$ cat config.mk
export PLATFORM = sky130hd
export DESIGN_NAME = abm_serial_top
export DESIGN_NICKNAME = d
export VERILOG_FILES = /design/src/rtl/abm_pkg.sv /design/src/rtl/abm_rate_if.sv /design/src/rtl/abm_rate_gen.sv /design/src/rtl/abm_serial_top.sv
export VERILOG_INCLUDE_DIRS = /design/src /design/src/rtl
export SDC_FILE = /design/constraint.sdc
export NUM_CORES = 1
export LEC_CHECK = 0
export ABC_AREA = 0
export BUFFER_PORTS_ARGS = -buffer_cell sky130_fd_sc_hd__buf_4
export CAP_MARGIN = 20
export CORE_MARGIN = 2
export CORE_UTILIZATION = 40
export DETAILED_ROUTE_END_ITERATION = 16
export PLACE_DENSITY = 0.69
export SYNTH_ARGS = -nofsm -noshare
export SYNTH_HDL_FRONTEND = slang
export SYNTH_HIERARCHICAL = 1
export SYNTH_SLANG_ARGS = --single-unit
$ cat constraint.sdc
create_clock -name ref_clk -period 8.65 [get_ports ref_clk]
set_input_delay 0.865 -clock ref_clk [delete_from_list [all_inputs] [get_ports ref_clk]]
set_output_delay 0.865 -clock ref_clk [all_outputs]
set_load 0.005 [all_outputs]
$ cat src/rtl/abm_regs.svh
/*
 * Constants of the serial baud, mute and parity block: divider factors,
 * oversampling points, frame lengths and reset values.
 * Assumes inclusion by bare name from the block's design files only.
 */
// What this block does
// - Received break stored as zero, framing error
// - Each direction: clock over sixteen, prescale, divider
// - Coarse prescale one, three, four, thirteen
// - Transmit divider power of two, 1-128
// - Receive divider power of two, independent
// - Fine factor 1-255 divides each direction
// - Fine factor zero bypasses extended prescaler
// - Muted receiver sets no flags, no interrupts
// - Wake on idle or address mark per selector
// - Idle wake clears mute, no idle flag
// - Address mark clears mute, delivers word
// - Parity replaces top data bit in frame
// - Parity even or odd over low bits
// - Transmit sends parity instead of top bit
// - Receive parity mismatch sets flag, interrupt
// - Address mark uses top data bit, not parity
// - Halt freezes transfer and state; wait none
// - Start low, data LSB first, stop high
// - Parity selection changes after current byte
// - Missing stop bit flags framing error
`ifndef ABM_REGS_SVH
`define ABM_REGS_SVH

// ****************************************
// Rate generation
// ****************************************
`define ABM_COARSE_F0 4'h1
`define ABM_COARSE_F1 4'h3
`define ABM_COARSE_F2 4'h4
`define ABM_COARSE_F3 4'hD
`define ABM_PERIOD_ONE 19'h00001

// ****************************************
// Oversampling and framing
// ****************************************
`define ABM_OS_LAST 4'hF
`define ABM_OS_MID 4'h7
`define ABM_FRAME_BITS_8 4'hA
`define ABM_FRAME_BITS_9 4'hB
`define ABM_DATA_LAST_8 4'h7
`define ABM_DATA_LAST_9 4'h8
`define ABM_IDLE_TICKS_8 8'hA0
`define ABM_IDLE_TICKS_9 8'hB0
`define ABM_PAR_MASK_8 8'h7F
`define ABM_PAR_MASK_9 8'hFF
`define ABM_TX_LINE_IDLE 11'h7FF
`define ABM_BREAK_VALUE 9'h000
`define ABM_RX_DATA_RESET 9'h000

`endif

$ cat src/rtl/abm_pkg.sv
/*
 * Types shared by the serial baud, mute and parity block.
 * Assumes nothing of its surroundings.
 */
package abm_pkg;
	typedef enum logic [1:0] {RX_IDLE, RX_START, RX_DATA, RX_STOP} abm_rx_state_t;
endpackage

$ cat src/rtl/abm_rate_if.sv
/*
 * Carrier between the top and the rate generator: settings in, ticks out.
 * Assumes one clock; index 0 is transmit, index 1 is receive.
 */
`timescale 1ns/100ps
interface abm_rate_if;
	logic [1:0] coarse_sel;
	logic [1:0][2:0] div_sel;
	logic [1:0][7:0] fine;
	logic freeze;
	logic [1:0] tick;
	modport gen (input coarse_sel, input div_sel, input fine, input freeze, output tick);
	modport user (output coarse_sel, output div_sel, output fine, output freeze, input tick);
endinterface

$ cat src/rtl/abm_rate_gen.sv
/*
 * Oversampling tick generator, one per direction.
 * Assumes settings stay fixed while the directions are enabled.
 */
`timescale 1ns/100ps
`include "abm_regs.svh"
module abm_rate_gen
(
	// Clock and reset
	input wire logic ref_clk,
	input wire logic reset,
	// Settings and ticks
	abm_rate_if.gen rif
);
	logic [3:0] coarse;

	assign coarse = (rif.coarse_sel == 2'h0) ? `ABM_COARSE_F0 :
		(rif.coarse_sel == 2'h1) ? `ABM_COARSE_F1 :
		(rif.coarse_sel == 2'h2) ? `ABM_COARSE_F2 : `ABM_COARSE_F3;

	genvar g;
	generate
		for (g = 0; g < 2; g++)
		begin : g_dir
			logic [10:0] base;
			logic [7:0] fine_eff;
			logic [18:0] period;
			logic [18:0] cnt;
			logic [18:0] gap;
			logic [18:0] last_period;
			logic moved;
			logic seen;
			assign base = 11'({7'h00, coarse} << rif.div_sel[g]);
			assign fine_eff = (rif.fine[g] == 8'h00) ? 8'h01 : rif.fine[g];
			assign period = 19'(base * fine_eff);
			// tick at sixteen times bit rate
			assign rif.tick[g] = !rif.freeze && (cnt >= period - `ABM_PERIOD_ONE);
			// Settings moved since last cycle
			assign moved = (period != last_period);

			always_ff @(posedge ref_clk)
			begin
				if (reset)
					cnt <= 19'h00000;
				else if (rif.tick[g])
					cnt <= 19'h00000;
				else if (!rif.freeze)
					cnt <= cnt + `ABM_PERIOD_ONE;
			end

			always_ff @(posedge ref_clk)
			begin
				if (reset)
				begin
					gap <= 19'h00000;
					seen <= 1'b0;
				end
				else if (moved)
				begin
					gap <= 19'h00000;
					seen <= 1'b0;
				end
				else if (rif.tick[g])
				begin
					gap <= 19'h00000;
					seen <= 1'b1;
				end
				else if (!rif.freeze)
					gap <= gap + `ABM_PERIOD_ONE;
			end

			always_ff @(posedge ref_clk)
			begin
				if (reset)
					last_period <= `ABM_PERIOD_ONE;
				else
					last_period <= period;
			end

			property p_period;
				@(posedge ref_clk) disable iff (reset)
				(rif.tick[g] && seen && !moved) |-> (gap == period - `ABM_PERIOD_ONE);
			endproperty
			a_period: assert property (p_period) else $error("tick spacing wrong");

			property p_bypass;
				@(posedge ref_clk) disable iff (reset)
				(rif.fine[g] == 8'h00 && rif.coarse_sel == 2'h0 && rif.div_sel[g] == 3'h0
					&& !rif.freeze) |-> rif.tick[g];
			endproperty
			a_bypass: assert property (p_bypass) else $error("bypass rate wrong");

			property p_freeze;
				@(posedge ref_clk) disable iff (reset)
				rif.freeze |=> ($stable(cnt) && !rif.tick[g]) or !rif.freeze;
			endproperty
			a_freeze: assert property (p_freeze) else $error("counter moved in halt");
		end
	endgenerate
endmodule

$ cat src/rtl/abm_serial_top.sv
/*
 * Serial transmitter and receiver with independent rates, muting with
 * wake-up, byte parity, break detection and halt freeze.
 * Assumes configuration ports come from logic on ref_clk; rx_pin is
 * asynchronous; settings are held while the directions are enabled.
 */
`timescale 1ns/100ps
`include "abm_regs.svh"
module abm_serial_top
(
	// Clock and reset
	input wire logic ref_clk,
	input wire logic reset,
	// Rate settings
	input wire logic [1:0] coarse_prescale_sel,
	input wire logic [2:0] tx_rate_divider_sel,
	input wire logic [2:0] rx_rate_divider_sel,
	input wire logic [7:0] tx_fine_prescale_register,
	input wire logic [7:0] rx_fine_prescale_register,
	// Frame control
	input wire logic word_9bit,
	input wire logic parity_enable,
	input wire logic parity_odd_sel,
	input wire logic parity_int_en,
	input wire logic wake_addr_sel,
	input wire logic tx_enable,
	input wire logic rx_enable,
	input wire logic halt_mode,
	// Muting
	input wire logic mute_set,
	output logic mute_request,
	// Transmit side
	input wire logic [8:0] tx_data,
	input wire logic tx_write,
	output logic tx_ready,
	output logic tx_pin,
	// Receive side
	input wire logic rx_pin,
	input wire logic rx_read,
	output logic [8:0] serial_data_buffer,
	output logic rx_full_flag,
	output logic framing_error_flag,
	output logic parity_error_flag,
	output logic idle_flag,
	output logic parity_irq
);
	// ****************************************
	// Rate generation
	// ****************************************
	abm_rate_if rif ();
	logic run;

	assign run = !halt_mode;
	assign rif.coarse_sel = coarse_prescale_sel;
	assign rif.div_sel[0] = tx_rate_divider_sel;
	assign rif.div_sel[1] = rx_rate_divider_sel;
	assign rif.fine[0] = tx_fine_prescale_register;
	assign rif.fine[1] = rx_fine_prescale_register;
	assign rif.freeze = halt_mode;

	abm_rate_gen u_rate
	(
		.ref_clk(ref_clk),
		.reset(reset),
		.rif(rif)
	);

	// ****************************************
	// Transmitter
	// ****************************************
	logic [3:0] tx_os;
	logic [3:0] tx_bits;
	logic [10:0] tx_shift;
	logic tx_bit_tick;
	logic tx_load;
	logic tx_par;
	logic [7:0] tx_mask;
	logic [8:0] tx_word;

	assign tx_mask = word_9bit ? `ABM_PAR_MASK_9 : `ABM_PAR_MASK_8;
	assign tx_par = (^(tx_data[7:0] & tx_mask)) ^ parity_odd_sel;
	// parity in place of top bit
	assign tx_word = word_9bit ? {(parity_enable ? tx_par : tx_data[8]), tx_data[7:0]} :
		{1'b1, (parity_enable ? tx_par : tx_data[7]), tx_data[6:0]};
	assign tx_ready = tx_enable && run && (tx_bits == 4'h0);
	assign tx_load = tx_write && tx_ready;
	assign tx_bit_tick = rif.tick[0] && (tx_os == `ABM_OS_LAST);
	assign tx_pin = tx_shift[0];

	always_ff @(posedge ref_clk)
	begin
		if (reset)
			tx_os <= 4'h0;
		else if (tx_load)
			tx_os <= 4'h0;
		else if (rif.tick[0])
			tx_os <= tx_os + 4'h1;
	end

	always_ff @(posedge ref_clk)
	begin
		if (reset)
		begin
			tx_shift <= `ABM_TX_LINE_IDLE;
			tx_bits <= 4'h0;
		end
		else if (tx_load)
		begin
			tx_shift <= {1'b1, tx_word, 1'b0};
			tx_bits <= word_9bit ? `ABM_FRAME_BITS_9 : `ABM_FRAME_BITS_8;
		end
		else if (tx_bit_tick && tx_bits != 4'h0)
		begin
			tx_shift <= {1'b1, tx_shift[10:1]};
			tx_bits <= tx_bits - 4'h1;
		end
	end

	// ****************************************
	// Receive line and sampling
	// ****************************************
	abm_pkg::abm_rx_state_t rx_state;
	abm_pkg::abm_rx_state_t next_rx_state;
	logic rx_meta;
	logic rx_line;
	logic [3:0] rx_os;
	logic [3:0] rx_cnt;
	logic [8:0] rx_shift;
	logic rx_odd;
	logic rx_tick;
	logic rx_mid;
	logic rx_done;
	logic [3:0] rx_last;

	always_ff @(posedge ref_clk)
	begin
		if (reset)
		begin
			rx_meta <= 1'b1;
			rx_line <= 1'b1;
		end
		else
		begin
			rx_meta <= rx_pin;
			rx_line <= rx_meta;
		end
	end

	assign rx_tick = rif.tick[1] && rx_enable;
	assign rx_mid = rx_tick && (rx_os == `ABM_OS_LAST);
	assign rx_last = word_9bit ? `ABM_DATA_LAST_9 : `ABM_DATA_LAST_8;
	assign rx_done = (rx_state == abm_pkg::RX_STOP) && rx_mid;

	always_comb
	begin
		next_rx_state = rx_state;
		case (rx_state)
			abm_pkg::RX_IDLE:
				if (rx_tick && !rx_line)
					next_rx_state = abm_pkg::RX_START;
			abm_pkg::RX_START:
				if (rx_tick && rx_os == `ABM_OS_MID)
					next_rx_state = rx_line ? abm_pkg::RX_IDLE : abm_pkg::RX_DATA;
			abm_pkg::RX_DATA:
				if (rx_mid && rx_cnt == rx_last)
					next_rx_state = abm_pkg::RX_STOP;
			abm_pkg::RX_STOP:
				if (rx_mid)
					next_rx_state = abm_pkg::RX_IDLE;
			default:
				next_rx_state = abm_pkg::RX_IDLE;
		endcase
	end

	always_ff @(posedge ref_clk)
	begin
		if (reset || !rx_enable)
			rx_state <= abm_pkg::RX_IDLE;
		else
			rx_state <= next_rx_state;
	end

	// Start found at mid bit, then one sample per bit centre
	always_ff @(posedge ref_clk)
	begin
		if (reset)
			rx_os <= 4'h0;
		else if (rx_state != next_rx_state && next_rx_state != abm_pkg::RX_STOP)
			rx_os <= 4'h0;
		else if (rx_tick)
			rx_os <= rx_os + 4'h1;
	end

	always_ff @(posedge ref_clk)
	begin
		if (reset)
		begin
			rx_cnt <= 4'h0;
			rx_shift <= 9'h000;
			rx_odd <= 1'b0;
		end
		else if (rx_state == abm_pkg::RX_START)
		begin
			rx_cnt <= 4'h0;
			rx_odd <= parity_odd_sel;
		end
		else if (rx_state == abm_pkg::RX_DATA && rx_mid)
		begin
			rx_shift <= {rx_line, rx_shift[8:1]};
			rx_cnt <= rx_cnt + 4'h1;
		end
	end

	// ****************************************
	// Word checks and wake-up
	// ****************************************
	logic [8:0] rx_word;
	logic rx_msb;
	logic rx_par_bad;
	logic rx_brk;
	logic addr_wake;
	logic idle_wake;
	logic deliver;
	logic store;
	logic [7:0] idle_cnt;
	logic [7:0] idle_thresh;
	logic idle_hit;
	logic idle_arm;
	logic idle_set;

	assign rx_word = word_9bit ? rx_shift : {1'b0, rx_shift[8:1]};
	assign rx_msb = word_9bit ? (parity_enable ? rx_word[7] : rx_word[8]) :
		(parity_enable ? rx_word[6] : rx_word[7]);
	assign rx_par_bad = parity_enable && ((^rx_word) != rx_odd);
	// all zero and no stop is a break
	assign rx_brk = !rx_line && (rx_word == `ABM_BREAK_VALUE);
	assign addr_wake = mute_request && wake_addr_sel && rx_done && rx_msb;
	assign deliver = rx_done && (!mute_request || addr_wake);
	assign store = deliver && !rx_full_flag;

	assign idle_thresh = word_9bit ? `ABM_IDLE_TICKS_9 : `ABM_IDLE_TICKS_8;
	assign idle_hit = rx_tick && rx_line && (idle_cnt == idle_thresh - 8'h01);
	assign idle_wake = mute_request && !wake_addr_sel && idle_hit;
	assign idle_set = idle_hit && !mute_request && idle_arm;

	always_ff @(posedge ref_clk)
	begin
		if (reset || !rx_enable)
			idle_cnt <= 8'h00;
		else if (rx_tick && !rx_line)
			idle_cnt <= 8'h00;
		else if (rx_tick && idle_cnt != idle_thresh)
			idle_cnt <= idle_cnt + 8'h01;
	end

	// ****************************************
	// Flags and receive buffer
	// ****************************************
	logic clr;

	assign clr = rx_read && run;

	always_ff @(posedge ref_clk)
	begin
		if (reset)
			mute_request <= 1'b0;
		else if (run)
			mute_request <= mute_set || (mute_request && !(idle_wake || addr_wake));
	end

	always_ff @(posedge ref_clk)
	begin
		if (reset)
			serial_data_buffer <= `ABM_RX_DATA_RESET;
		else if (store)
			serial_data_buffer <= rx_brk ? `ABM_BREAK_VALUE : rx_word;
	end

	always_ff @(posedge ref_clk)
	begin
		if (reset)
		begin
			rx_full_flag <= 1'b0;
			framing_error_flag <= 1'b0;
			parity_error_flag <= 1'b0;
			idle_flag <= 1'b0;
			idle_arm <= 1'b0;
		end
		else
		begin
			rx_full_flag <= store || (rx_full_flag && !clr);
			framing_error_flag <= (store && !rx_line) || (framing_error_flag && !clr);
			parity_error_flag <= (store && rx_par_bad) || (parity_error_flag && !clr);
			idle_flag <= idle_set || (idle_flag && !clr);
			idle_arm <= store || (idle_arm && !idle_set);
		end
	end

	assign parity_irq = parity_error_flag && parity_int_en && !mute_request;

	// ****************************************
	// Checks
	// ****************************************
	property p_break_zero;
		@(posedge ref_clk) disable iff (reset)
		(store && rx_brk) |=> (serial_data_buffer == `ABM_BREAK_VALUE) && framing_error_flag;
	endproperty
	a_break_zero: assert property (p_break_zero) else $error("break not zero");

	property p_mute_quiet;
		@(posedge ref_clk) disable iff (reset)
		(mute_request && !idle_wake && !addr_wake) |=>
			!$rose(rx_full_flag) && !$rose(idle_flag) && !$rose(parity_error_flag);
	endproperty
	a_mute_quiet: assert property (p_mute_quiet) else $error("flag set while muted");

	property p_idle_wake;
		@(posedge ref_clk) disable iff (reset)
		(idle_wake && !mute_set && run) |=> !mute_request && !$rose(idle_flag);
	endproperty
	a_idle_wake: assert property (p_idle_wake) else $error("idle wake wrong");

	property p_addr_wake;
		@(posedge ref_clk) disable iff (reset)
		(addr_wake && !rx_full_flag && !mute_set && run) |=>
			!mute_request && rx_full_flag && serial_data_buffer == $past(rx_word);
	endproperty
	a_addr_wake: assert property (p_addr_wake) else $error("address wake wrong");

	property p_parity_err;
		@(posedge ref_clk) disable iff (reset)
		(store && rx_par_bad && !mute_set) |=> parity_error_flag && (parity_irq == parity_int_en);
	endproperty
	a_parity_err: assert property (p_parity_err) else $error("parity error missed");

	property p_start_low;
		@(posedge ref_clk) disable iff (reset)
		tx_load |=> !tx_pin ##1 !tx_pin;
	endproperty
	a_start_low: assert property (p_start_low) else $error("start bit not low");

	property p_halt_hold;
		@(posedge ref_clk) disable iff (reset)
		(halt_mode && !reset) |=> $stable(tx_pin) && $stable(serial_data_buffer)
			&& $stable(mute_request);
	endproperty
	a_halt_hold: assert property (p_halt_hold) else $error("state moved in halt");
endmodule

== After elaboration in Yosys (flattened, before gate mapping) ==
Cells that the tools add are included.
Word-level totals
  register bits after elaboration: 101
  output and inout bits: 17
  word-level logic and storage cells: 155
Operators by class
  add/subtract/negate cells: 10
  multipliers: 2
  order comparisons: 2
  eq/ne operators: 14
  shift-type cells: 2
  mux-type cells: 27
  bitwise gates (word level): 3
  reductions and logical operators: 75
Operators by type and width (count)
  1-bit logical AND: 40
  19-bit by 1-bit adder with 19-bit output (second input constant): 2
  19-bit >= comparator: 2
  11-bit by 8-bit multiplier with 19-bit output: 2
  19-bit by 1-bit subtractor with 19-bit output (second input constant): 2
  9-bit 2-to-1 mux: 3
  4-bit 2-to-1 mux: 6
  8-bit 2-to-1 mux: 3
  4-bit by 3-bit << shifter with 11-bit output: 2
  10-bit 2-to-1 mux: 2
  8-bit logical NOT: 2
  4-bit by 1-bit adder with 4-bit output (second input constant): 3
  2-bit OR reduction: 6
  2-bit 2-to-1 mux: 5
  1-bit logical NOT: 9
  9-bit logical NOT: 1
  1-bit logical OR: 9
  9-bit XOR reduction: 1
  8-bit by 1-bit adder with 8-bit output (second input constant): 1
  8-bit AND: 1
  4-bit == test (second input constant): 2
  8-bit == test: 1
  8-bit inequality test: 1
  2-bit case mux with 4 select lines: 1
  19 further kinds: 28

== Longest topological paths before layout ==
Gate-level depths: netlist (run 1).
  word-level depth: 19
  depth in mapped cells: 35
  depth with buffers taken out: 31

== Hierarchy ==
The synthesis (run 1) kept the hierarchy.
By module, submodules not included
  abm_rate_gen: instances 1, cells each 1106, area an instance 9088.7 um2, sequential area each 760.7 um2
  abm_serial_top: instances 1, cells each 353, area an instance 3078.0 um2, sequential area each 1261.2 um2

== Worst setup path after synthesis (run 1) ==
Ideal clock, no wire load.
  kind: input to register
  start point: input coarse_prescale_sel[1]
  end point: register parity_error_flag
  library setup time: 0.070 ns
  arrival time: 8.276 ns
  required time: 8.580 ns
  slack: 0.304 ns
  stages on the path: 32
  buffers on the path: 3
  path through: clkbuf_1 > nor2b_1 > a211o_1 > nand2_1 > nand2_1 > o21ai_1 > and2_1 > fa_1 > fa_1 > fa_1 > inv_1 > fa_1 > inv_1 > ha_1 > buf_2 > and3_1 > and3_1 > a211oi_1 > o21ai_1 > a221oi_2 > xor2_1 > ha_1 > nand4_1 > or4_1 > o211a_4 > nor2_1 > and4_1 > nand2_1 > a2111o_1 > buf_6 > or3b_1 > a21oi_1
Between the ends
  cells in the longest elaborated chain, start to end: 19
  elaborated cells between the ends (all ways): 21
  those cells by class: 1 x add/sub; 1 x mul; 1 x order compare; 2 x eq/ne; 1 x shift; 3 x mux; 12 x reduce/logical
Ends and longest elaborated chain
  start: declaration: line abm_serial_top.sv:15  | input wire logic [1:0] coarse_prescale_sel,
  2-bit == test: line abm_rate_gen.sv:19  | (rif.coarse_sel == 2'h2) ? `ABM_COARSE_F2 : `ABM_COARSE_F3;
  4-bit 2-to-1 mux (no source line) (2 in series)
  4-bit 2-to-1 mux (no source line) *
  4-bit by 3-bit << shifter with 11-bit output *: line abm_rate_gen.sv:33  | assign base = 11'({7'h00, coarse} << rif.div_sel[g]);
  11-bit by 8-bit multiplier with 19-bit output *: line abm_rate_gen.sv:35  | assign period = 19'(base * fine_eff);
  19-bit by 1-bit subtractor with 19-bit output (no source line) *
  19-bit >= comparator (no source line) *
  1-bit logical AND *: line abm_rate_gen.sv:37  | assign rif.tick[g] = !rif.freeze && (cnt >= period - `ABM_PERIOD_ONE);
  via rif.tick[1]: line abm_rate_if.sv:11  | logic [1:0] tick;
  [... 1 more ...]
  1-bit logical AND *: line abm_serial_top.sv:150  | assign rx_mid = rx_tick && (rx_os == `ABM_OS_LAST);
  1-bit logical AND *: line abm_serial_top.sv:152  | assign rx_done = (rx_state == abm_pkg::RX_STOP) && rx_mid;
  1-bit logical AND (2 in series): line abm_serial_top.sv:237  | assign addr_wake = mute_request && wake_addr_sel && rx_done && rx_msb;
  1-bit logical OR: line abm_serial_top.sv:238  | assign deliver = rx_done && (!mute_request || addr_wake);
  1-bit logical AND *: line abm_serial_top.sv:238
  1-bit logical AND *: line abm_serial_top.sv:239  | assign store = deliver && !rx_full_flag;
  1-bit logical AND *: line abm_serial_top.sv:293  | parity_error_flag <= (store && rx_par_bad) || (parity_error_flag && !clr);
  1-bit logical OR *: line abm_serial_top.sv:293
  end signal: assignment: line abm_serial_top.sv:293
  end: declaration: line abm_serial_top.sv:43  | output logic parity_error_flag,
The timed path passes the listed nets; every way through them passes the cells marked *.
A chain may end at the register's enable or synchronous reset.

== Worst setup path after layout (run 1) ==
  start point: input coarse_prescale_sel[1]
  end point: register serial_data_buffer[3]
Between the ends
  cells in the longest elaborated chain, start to end: 17
  elaborated cells between the ends (all ways): 19
  those cells by class: 1 x add/sub; 1 x mul; 1 x order compare; 2 x eq/ne; 1 x shift; 3 x mux; 10 x reduce/logical
Ends and longest elaborated chain
  2-bit == test: line abm_rate_gen.sv:19
  4-bit 2-to-1 mux (no source line) (2 in series)
  4-bit 2-to-1 mux (no source line) *
  4-bit by 3-bit << shifter with 11-bit output *: line abm_rate_gen.sv:33
  11-bit by 8-bit multiplier with 19-bit output *: line abm_rate_gen.sv:35
  19-bit by 1-bit subtractor with 19-bit output (no source line) *
  19-bit >= comparator (no source line) *
  1-bit logical AND *: line abm_rate_gen.sv:37
  via rif.tick[1]: line abm_rate_if.sv:11
  1-bit logical AND *: line abm_serial_top.sv:149  | assign rx_tick = rif.tick[1] && rx_enable;
  1-bit logical AND *: line abm_serial_top.sv:150
  1-bit logical AND *: line abm_serial_top.sv:152
  1-bit logical AND (2 in series): line abm_serial_top.sv:237
  1-bit logical OR: line abm_serial_top.sv:238
  1-bit logical AND *: line abm_serial_top.sv:238
  1-bit logical AND *: line abm_serial_top.sv:239
  end signal: assignment: line abm_serial_top.sv:274  | serial_data_buffer <= `ABM_RX_DATA_RESET;
  end signal: assignment: line abm_serial_top.sv:276  | serial_data_buffer <= rx_brk ? `ABM_BREAK_VALUE : rx_word;
  end: declaration: line abm_serial_top.sv:40  | output logic [8:0] serial_data_buffer,
Marks and branches as above.

==> results.json, run 1 <==
{
  "status": "completed",
  "fmax_ghz": 0.122,
  "cts_made_buffers": 9,
  "grt_antenna_before_repair": 0,
  "netlist_instances": 1459,
  "numPortBuffers": 63,
  "synth_top_area_share_pct": 19.4,
  "row_count": 63,
  "clk_latency_ns": 0.34,
  "cts.reportedPaths.clkPinSlew_ns": 0.07,
  "final_common_cell": "nand2_1",
  "dieArea_um2": 31800,
  "grt_pass1_vias": 9808,
  "regToRegSetupSlack_ns": 5.35,
  "worst_slew_pin_slew_ns": 0.708,
  "setup_viol": 0,
  "overflow": 0,
  "yosysWarnings": 6,
  "worst_slack_ns": 0.469,
  "fin_crit_ns": 8.18,
  "design.final.nets": 1820,
  "clk_root_buffer_cell": "clkbuf_16",
  "syn_avg_cell_area_um2": 8.34,
  "gp_congestion": 0.862,
  "hold_class": "reg -> reg",
  "synth_seq_cells": 101,
  "drive_above_1_share_pct": 9.22,
  "cp_max_fo": 16,
  "drtIter0Drc": 501,
  "slowest_stage": "or4_1",
  "async_flop_share_pct": 0,
  "path_class": "in -> reg",
  "max_cap_viol_count": 0,
  "dpl.hpwl_um": 20300,
  "rsz0062_at_grt": "false",
  "cts_tree": "done",
  "vdd_drop_max_uv": 96.2,
  "ys_top_cells_by_area": "fa_1, dfxtp_1, ha_1, nand2_1, inv_1",
  "avgRoutedWirePerCell_um": 13.2,
  "diodes": 0,
  "cts_resized": 0,
  "grt_pass1_wl_um": 44000,
  "drc": 0,
  "setup.worst_path.start_class": "input pin",
  "yosys.area.top_type": "fa_1",
  "drt-total-wl_um": 25300,
  "firstDrtPassIters": 5,
  "maxSlewViolCount": 0,
  "die_w_um": 178,
  "synth_edf_count": 0,
  "cts.sinks": 101,
  "fin_area_um2": 13500,
  "syn_area_um2": 12200,
  "vias": 9814,
  "slew_headroom_pct": 52.8,
  "core-area_um2": 29800,
  "pre_cts_slack_ns": -0.0194,
  "grt_usage_pct": 16.4,
  "cts_buffer_depth": 2,
  "post_dp_cell_area_um2": 13200,
  "skew_ns": 0.00955,
  "viasPerCell": 5.14,
  "postSynth.topFlopCell": "dfxtp_1",
  "cts_hold_repair.buffers": 0,
  "worstPathRequired_ns": 8.92,
  "ioPinCount": 64,
  "period_share_pct": 94.6,
  "grt_max_degree": 56,
  "leakage_nw": 6.30,
  "post_cts_buffers": 0,
  "final_cell_mix": "nand2_1, inv_1, ha_1",
  "ant_nets": 0,
  "syn_nets": 1765,
  "htree_num_levels": 3,
  "ys_seq_area_share_pct": 16.6,
  "initial_core_util_pct": 40.8,
  "cp-end-kind": "flip-flop",
  "crit_arrival_ns": 8.45,
  "power_density_nw_per_um2": 179,
  "critPathMaxStageDelay_ns": 0.57,
  "die_h_um": 178,
  "area_growth_pct": 11.2,
  "synth.distinct_cells": 71,
  "finalHoldViolations": 0
}
-- where the power goes --
| part | switching (mW) | internal, mW |
|---|---|---|
| combinational | 0.828 | 0.654 |
| clock | 0.173 | 0.299 |
| sequential | 0.00441 | 0.469 |
| total | 1.01 | 1.42 |
-- metrics by stage --
stage	cells	power, mW	util, %	setup TNS (ns)	hold slack, ns
final	1909	2.43	45.4	0	0.415
after detailed placement	1893	1.97	44.2	-0.0194	0.402
after global placement	1893	1.94	44.2	0	0.399
after floorplan	1459	1.63	-	0	0.389
after global routing	1909	2.69	45.4	0	0.439
after CTS	1909	2.45	45.4	0	0.419
-- area by class of cell --
cell class	count	area, um2
clock inverter	5	104
sequential	101	2020
inverter	175	657
multi-input combinational	1130	9270
fill	2908	16300
clock buffer	11	253
timing repair buffer	97	741
tap	390	488
-- critical path: cells and delay by family --
kind	cells	cell delay (ns)
buf+inv	3	0.27
compound gates	6	1.64
fa+ha+maj	6	2.55
simple gates	15	3.10
-- per-layer routing --
layer	wire length [um]	part of all wire, %	vias up	GRT usage [%]
met5	0	0	-	0
met4	222	0.88	0	2.47
met3	645	2.6	21	2.32
met2	12800	51	125	29.5
met1	11600	46	4730	21.3
li1	-	-	4938	-
-- flip-flops by register name, summed over array words and instances (netlist names), 2 cells and up --
signal              cells
tx_bits                 4
tx_os                   4
idle_cnt                8
rx_cnt                  4
rx_os                   4
u_rate/g_dir.cnt       38
serial_data_buffer      9
rx_state                2
tx_shift               10
rx_shift                9
-- worst paths after layout --
kind                            depth (start not counted)                    end                    start
worst max-delay path                                   30  serial_data_buffer[3]   coarse_prescale_sel[1]
worst min-delay path                                    1                rx_line                  rx_meta
worst max register to register                         10  serial_data_buffer[3]  u_rate/g_dir[1].cnt[16]
worst min register to register                          1                rx_line                  rx_meta
-- synth_stat cells, drive strengths merged, types with 31 or more instances --
cell / number
fa: 118
nor3: 33
nor2: 118
inv: 175
and2: 77
ha: 141
o21ai: 31
xnor2: 44
nand2: 181
xor2: 50
dfxtp: 101
clkbuf: 41
a21oi: 66
-- kinds of logic (layout without fill, tap and decap cells) --
family	Yosys count	after routing	synth area share, %
xor gates and xnor gates	95	95	6.96
DFF	101	101	16.6
and+or+nand+nor	559	559	22.5
AOI/OAI and AO/OA	186	186	10.1
muxes	31	31	2.58
adders and majority gates	259	259	33.9
buffers and inverters	228	288	7.31
No activity file was read; power rests on OpenSTA's default activity.
==> run 2: changes to the inputs <==
--- a/config.mk
+++ b/config.mk
@@ -12,7 +12,7 @@
 export CORE_MARGIN = 2
 export CORE_UTILIZATION = 40
 export DETAILED_ROUTE_END_ITERATION = 16
-export PLACE_DENSITY = 0.69
+export PLACE_DENSITY = 0.58
 export SYNTH_ARGS = -nofsm -noshare
 export SYNTH_HDL_FRONTEND = slang
 export SYNTH_HIERARCHICAL = 1
==> results.json, run 2 (synthesis results as in run 1) <==
{
  "status": "completed",
  "largestRegisters": "u_rate/g_dir.cnt x38, tx_shift x10",
  "worst_slew_pin_slew_ns": 0.729,
  "slew_headroom_pct": 51.4,
  "core-area_um2": 29800,
  "pwr-share-clk_pct": 16.9,
  "rsz0062_at_grt": "false",
  "path_class": "in -> reg",
  "regToRegSetupSlack_ns": 5.33,
  "drt-total-wl_um": 25400,
  "largest_register": "u_rate/g_dir.cnt",
  "htree_num_levels": 3,
  "maxSlewViolCount": 0,
  "ant_nets": 0,
  "p_sw_share_pct": 43.3,
  "cp_max_fo": 20,
  "die_w_um": 178,
  "firstDrtPassIters": 5,
  "clk_latency_ns": 0.35,
  "hold_depth": 1,
  "critPathMaxStageDelay_ns": 0.58,
  "vias": 9766,
  "p_int_mw": 1.33,
  "ioPinCount": 64,
  "cts_made_buffers": 9,
  "cts.reportedPaths.clkPinSlew_ns": 0.07,
  "worst_slack_ns": 0.417,
  "cts_buffer_depth": 2,
  "max_cap_viol_count": 0,
  "vdd_drop_max_uv": 102,
  "leakage_nw": 6.26,
  "dpl.hpwl_um": 20500,
  "multi_input_area_um2": 9270,
  "hold_class": "reg -> reg",
  "post_cts_buffers": 0,
  "worstPathRequired_ns": 8.92,
  "crit_arrival_ns": 8.50,
  "sequentialPowerShare_pct": 20.1,
  "diodes": 0,
  "power_density_nw_per_um2": 175,
  "rr_worst_depth": 10,
  "drc": 0,
  "row_count": 63,
  "largest_reg_flops": 38,
  "viasPerCell": 5.12,
  "reg2reg_from": "u_rate/g_dir[1].cnt[16]",
  "fin_crit_ns": 8.23,
  "grt_usage_pct": 16.7,
  "comb_power_share_pct": 63.0,
  "dieArea_um2": 31800,
  "slowest_stage": "a2111o_2",
  "hold_path_end": "rx_line",
  "fillCellCount": 3027,
  "grt_max_degree": 56,
  "setup.worst_path.start_class": "input pin",
  "skew_ns": 0.0116,
  "setup_viol": 0,
  "pre_cts_slack_ns": 0.0204,
  "fmax_ghz": 0.121,
  "finalHoldViolations": 0,
  "final_common_cell": "nand2_1",
  "regArea_um2": 2020,
  "clk_root_buffer_cell": "clkbuf_16",
  "cp-end-kind": "flip-flop",
  "initial_core_util_pct": 40.8,
  "avgRoutedWirePerCell_um": 13.3,
  "cts_tree": "done",
  "drtIter0Drc": 413,
  "tns_ns": 0,
  "design.final.nets": 1819,
  "hold_start": "rx_meta",
  "overflow": 0,
  "period_share_pct": 95.2,
  "grt_antenna_before_repair": 0,
  "power.switching_mw": 1.02,
  "gp_congestion": 0.816,
  "cts.sinks": 101,
  "die_h_um": 178,
  "grt_pass1_vias": 9523,
  "grt_pass1_wl_um": 44200,
  "numPortBuffers": 63,
  "reg2reg_to": "serial_data_buffer[3]",
  "drive_above_1_share_pct": 9.16,
  "final_cell_mix": "nand2_1, inv_1, ha_1",
  "area_growth_pct": 10.5
}
-- run 2: changes by cell type in the layout (fill, tap and decap cells not counted) --
| cell | delta |
|---|---|
| nor3_1 | -1 |
| clkinv_4 | +1 |
| clkbuf_8 | -1 |
| nor3_2 | +1 |
| inv_6 | +2 |
| o21ai_2 | -1 |
| o21ai_1 | +1 |
| inv_8 | +1 |
| bufinv_16 | -3 |
| buf_12 | -1 |
-- run 2: worst max path at each step --
| stage | start | end | slack (ns) | depth (start not counted) |
|---|---|---|---|---|
| 2_1_floorplan | coarse_prescale_sel[1] | parity_error_flag | 0.30 | 32 |
| 3_3_place_gp | coarse_prescale_sel[1] | parity_error_flag | 0.08 | 30 |
| 3_5_place_dp | coarse_prescale_sel[1] | serial_data_buffer[3] | 0.02 | 30 |
| 4_1_cts | coarse_prescale_sel[1] | serial_data_buffer[3] | 0.37 | 30 |
| 5_1_grt | coarse_prescale_sel[1] | serial_data_buffer[5] | 0.02 | 30 |
| 6_report | coarse_prescale_sel[1] | serial_data_buffer[3] | 0.42 | 30 |
-- run 2: timing repair --
item	CTS	global route
resized for setup	0	2
endpoints found under the setup margin	0	17
hold buffers	0	0
endpoints found under the hold margin	0	0
-- run 2: layout make-up --
cell class / count / share of cell area, %
inverters: 175 / 4.89
well taps: 390 / 3.63
repair buffers: 96 / 5.36
multi-input cells: 1130 / 68.9
clock buffers: 10 / 1.78
flip-flops and latches: 101 / 15.0
clock inverters: 6 / 0.382
-- run 2: routing by layer --
layer | global-route usage, % | vias to the layer above | part of all wire (%)
li1 | - | 4924 | -
met1 | 22.3 | 4716 | 46
met2 | 29.4 | 106 | 50
met3 | 1.96 | 20 | 2.4
met4 | 2.51 | 0 | 0.93
met5 | 0 | - | 0
-- run 2: power groups by stage --
stage	Combinational, mW	Sequential, mW	Clock [mW]
after global placement	1.48	0.484	0
after global routing	1.72	0.474	0.431
after floorplan	1.15	0.483	0
final	1.48	0.473	0.397
after detailed placement	1.50	0.484	0
after CTS	1.51	0.473	0.409
-- run 2: worst max-delay path, delay by kind of cell --
family                   cells  cell delay [ns]
AO/OA/AOI/OAI                6             1.75
AND/OR/NAND/NOR             15             3.09
adder cells (fa/ha/maj)      6             2.55
buffers and inverters        3             0.23
-- run 2: metrics by stage --
| step | area [um2] | instances | total power, mW | hold WS [ns] | utilization [%] |
|---|---|---|---|---|---|
| finish | 13400 | 1908 | 2.35 | 0.420 | 45.1 |
| global placement | 13100 | 1892 | 1.96 | 0.394 | 44.1 |
| global route | 13400 | 1908 | 2.63 | 0.449 | 45.1 |
| detailed placement | 13100 | 1892 | 1.98 | 0.405 | 44.1 |
| CTS | 13400 | 1908 | 2.39 | 0.424 | 45.1 |
| floorplan | 12200 | 1459 | 1.63 | 0.389 | - |
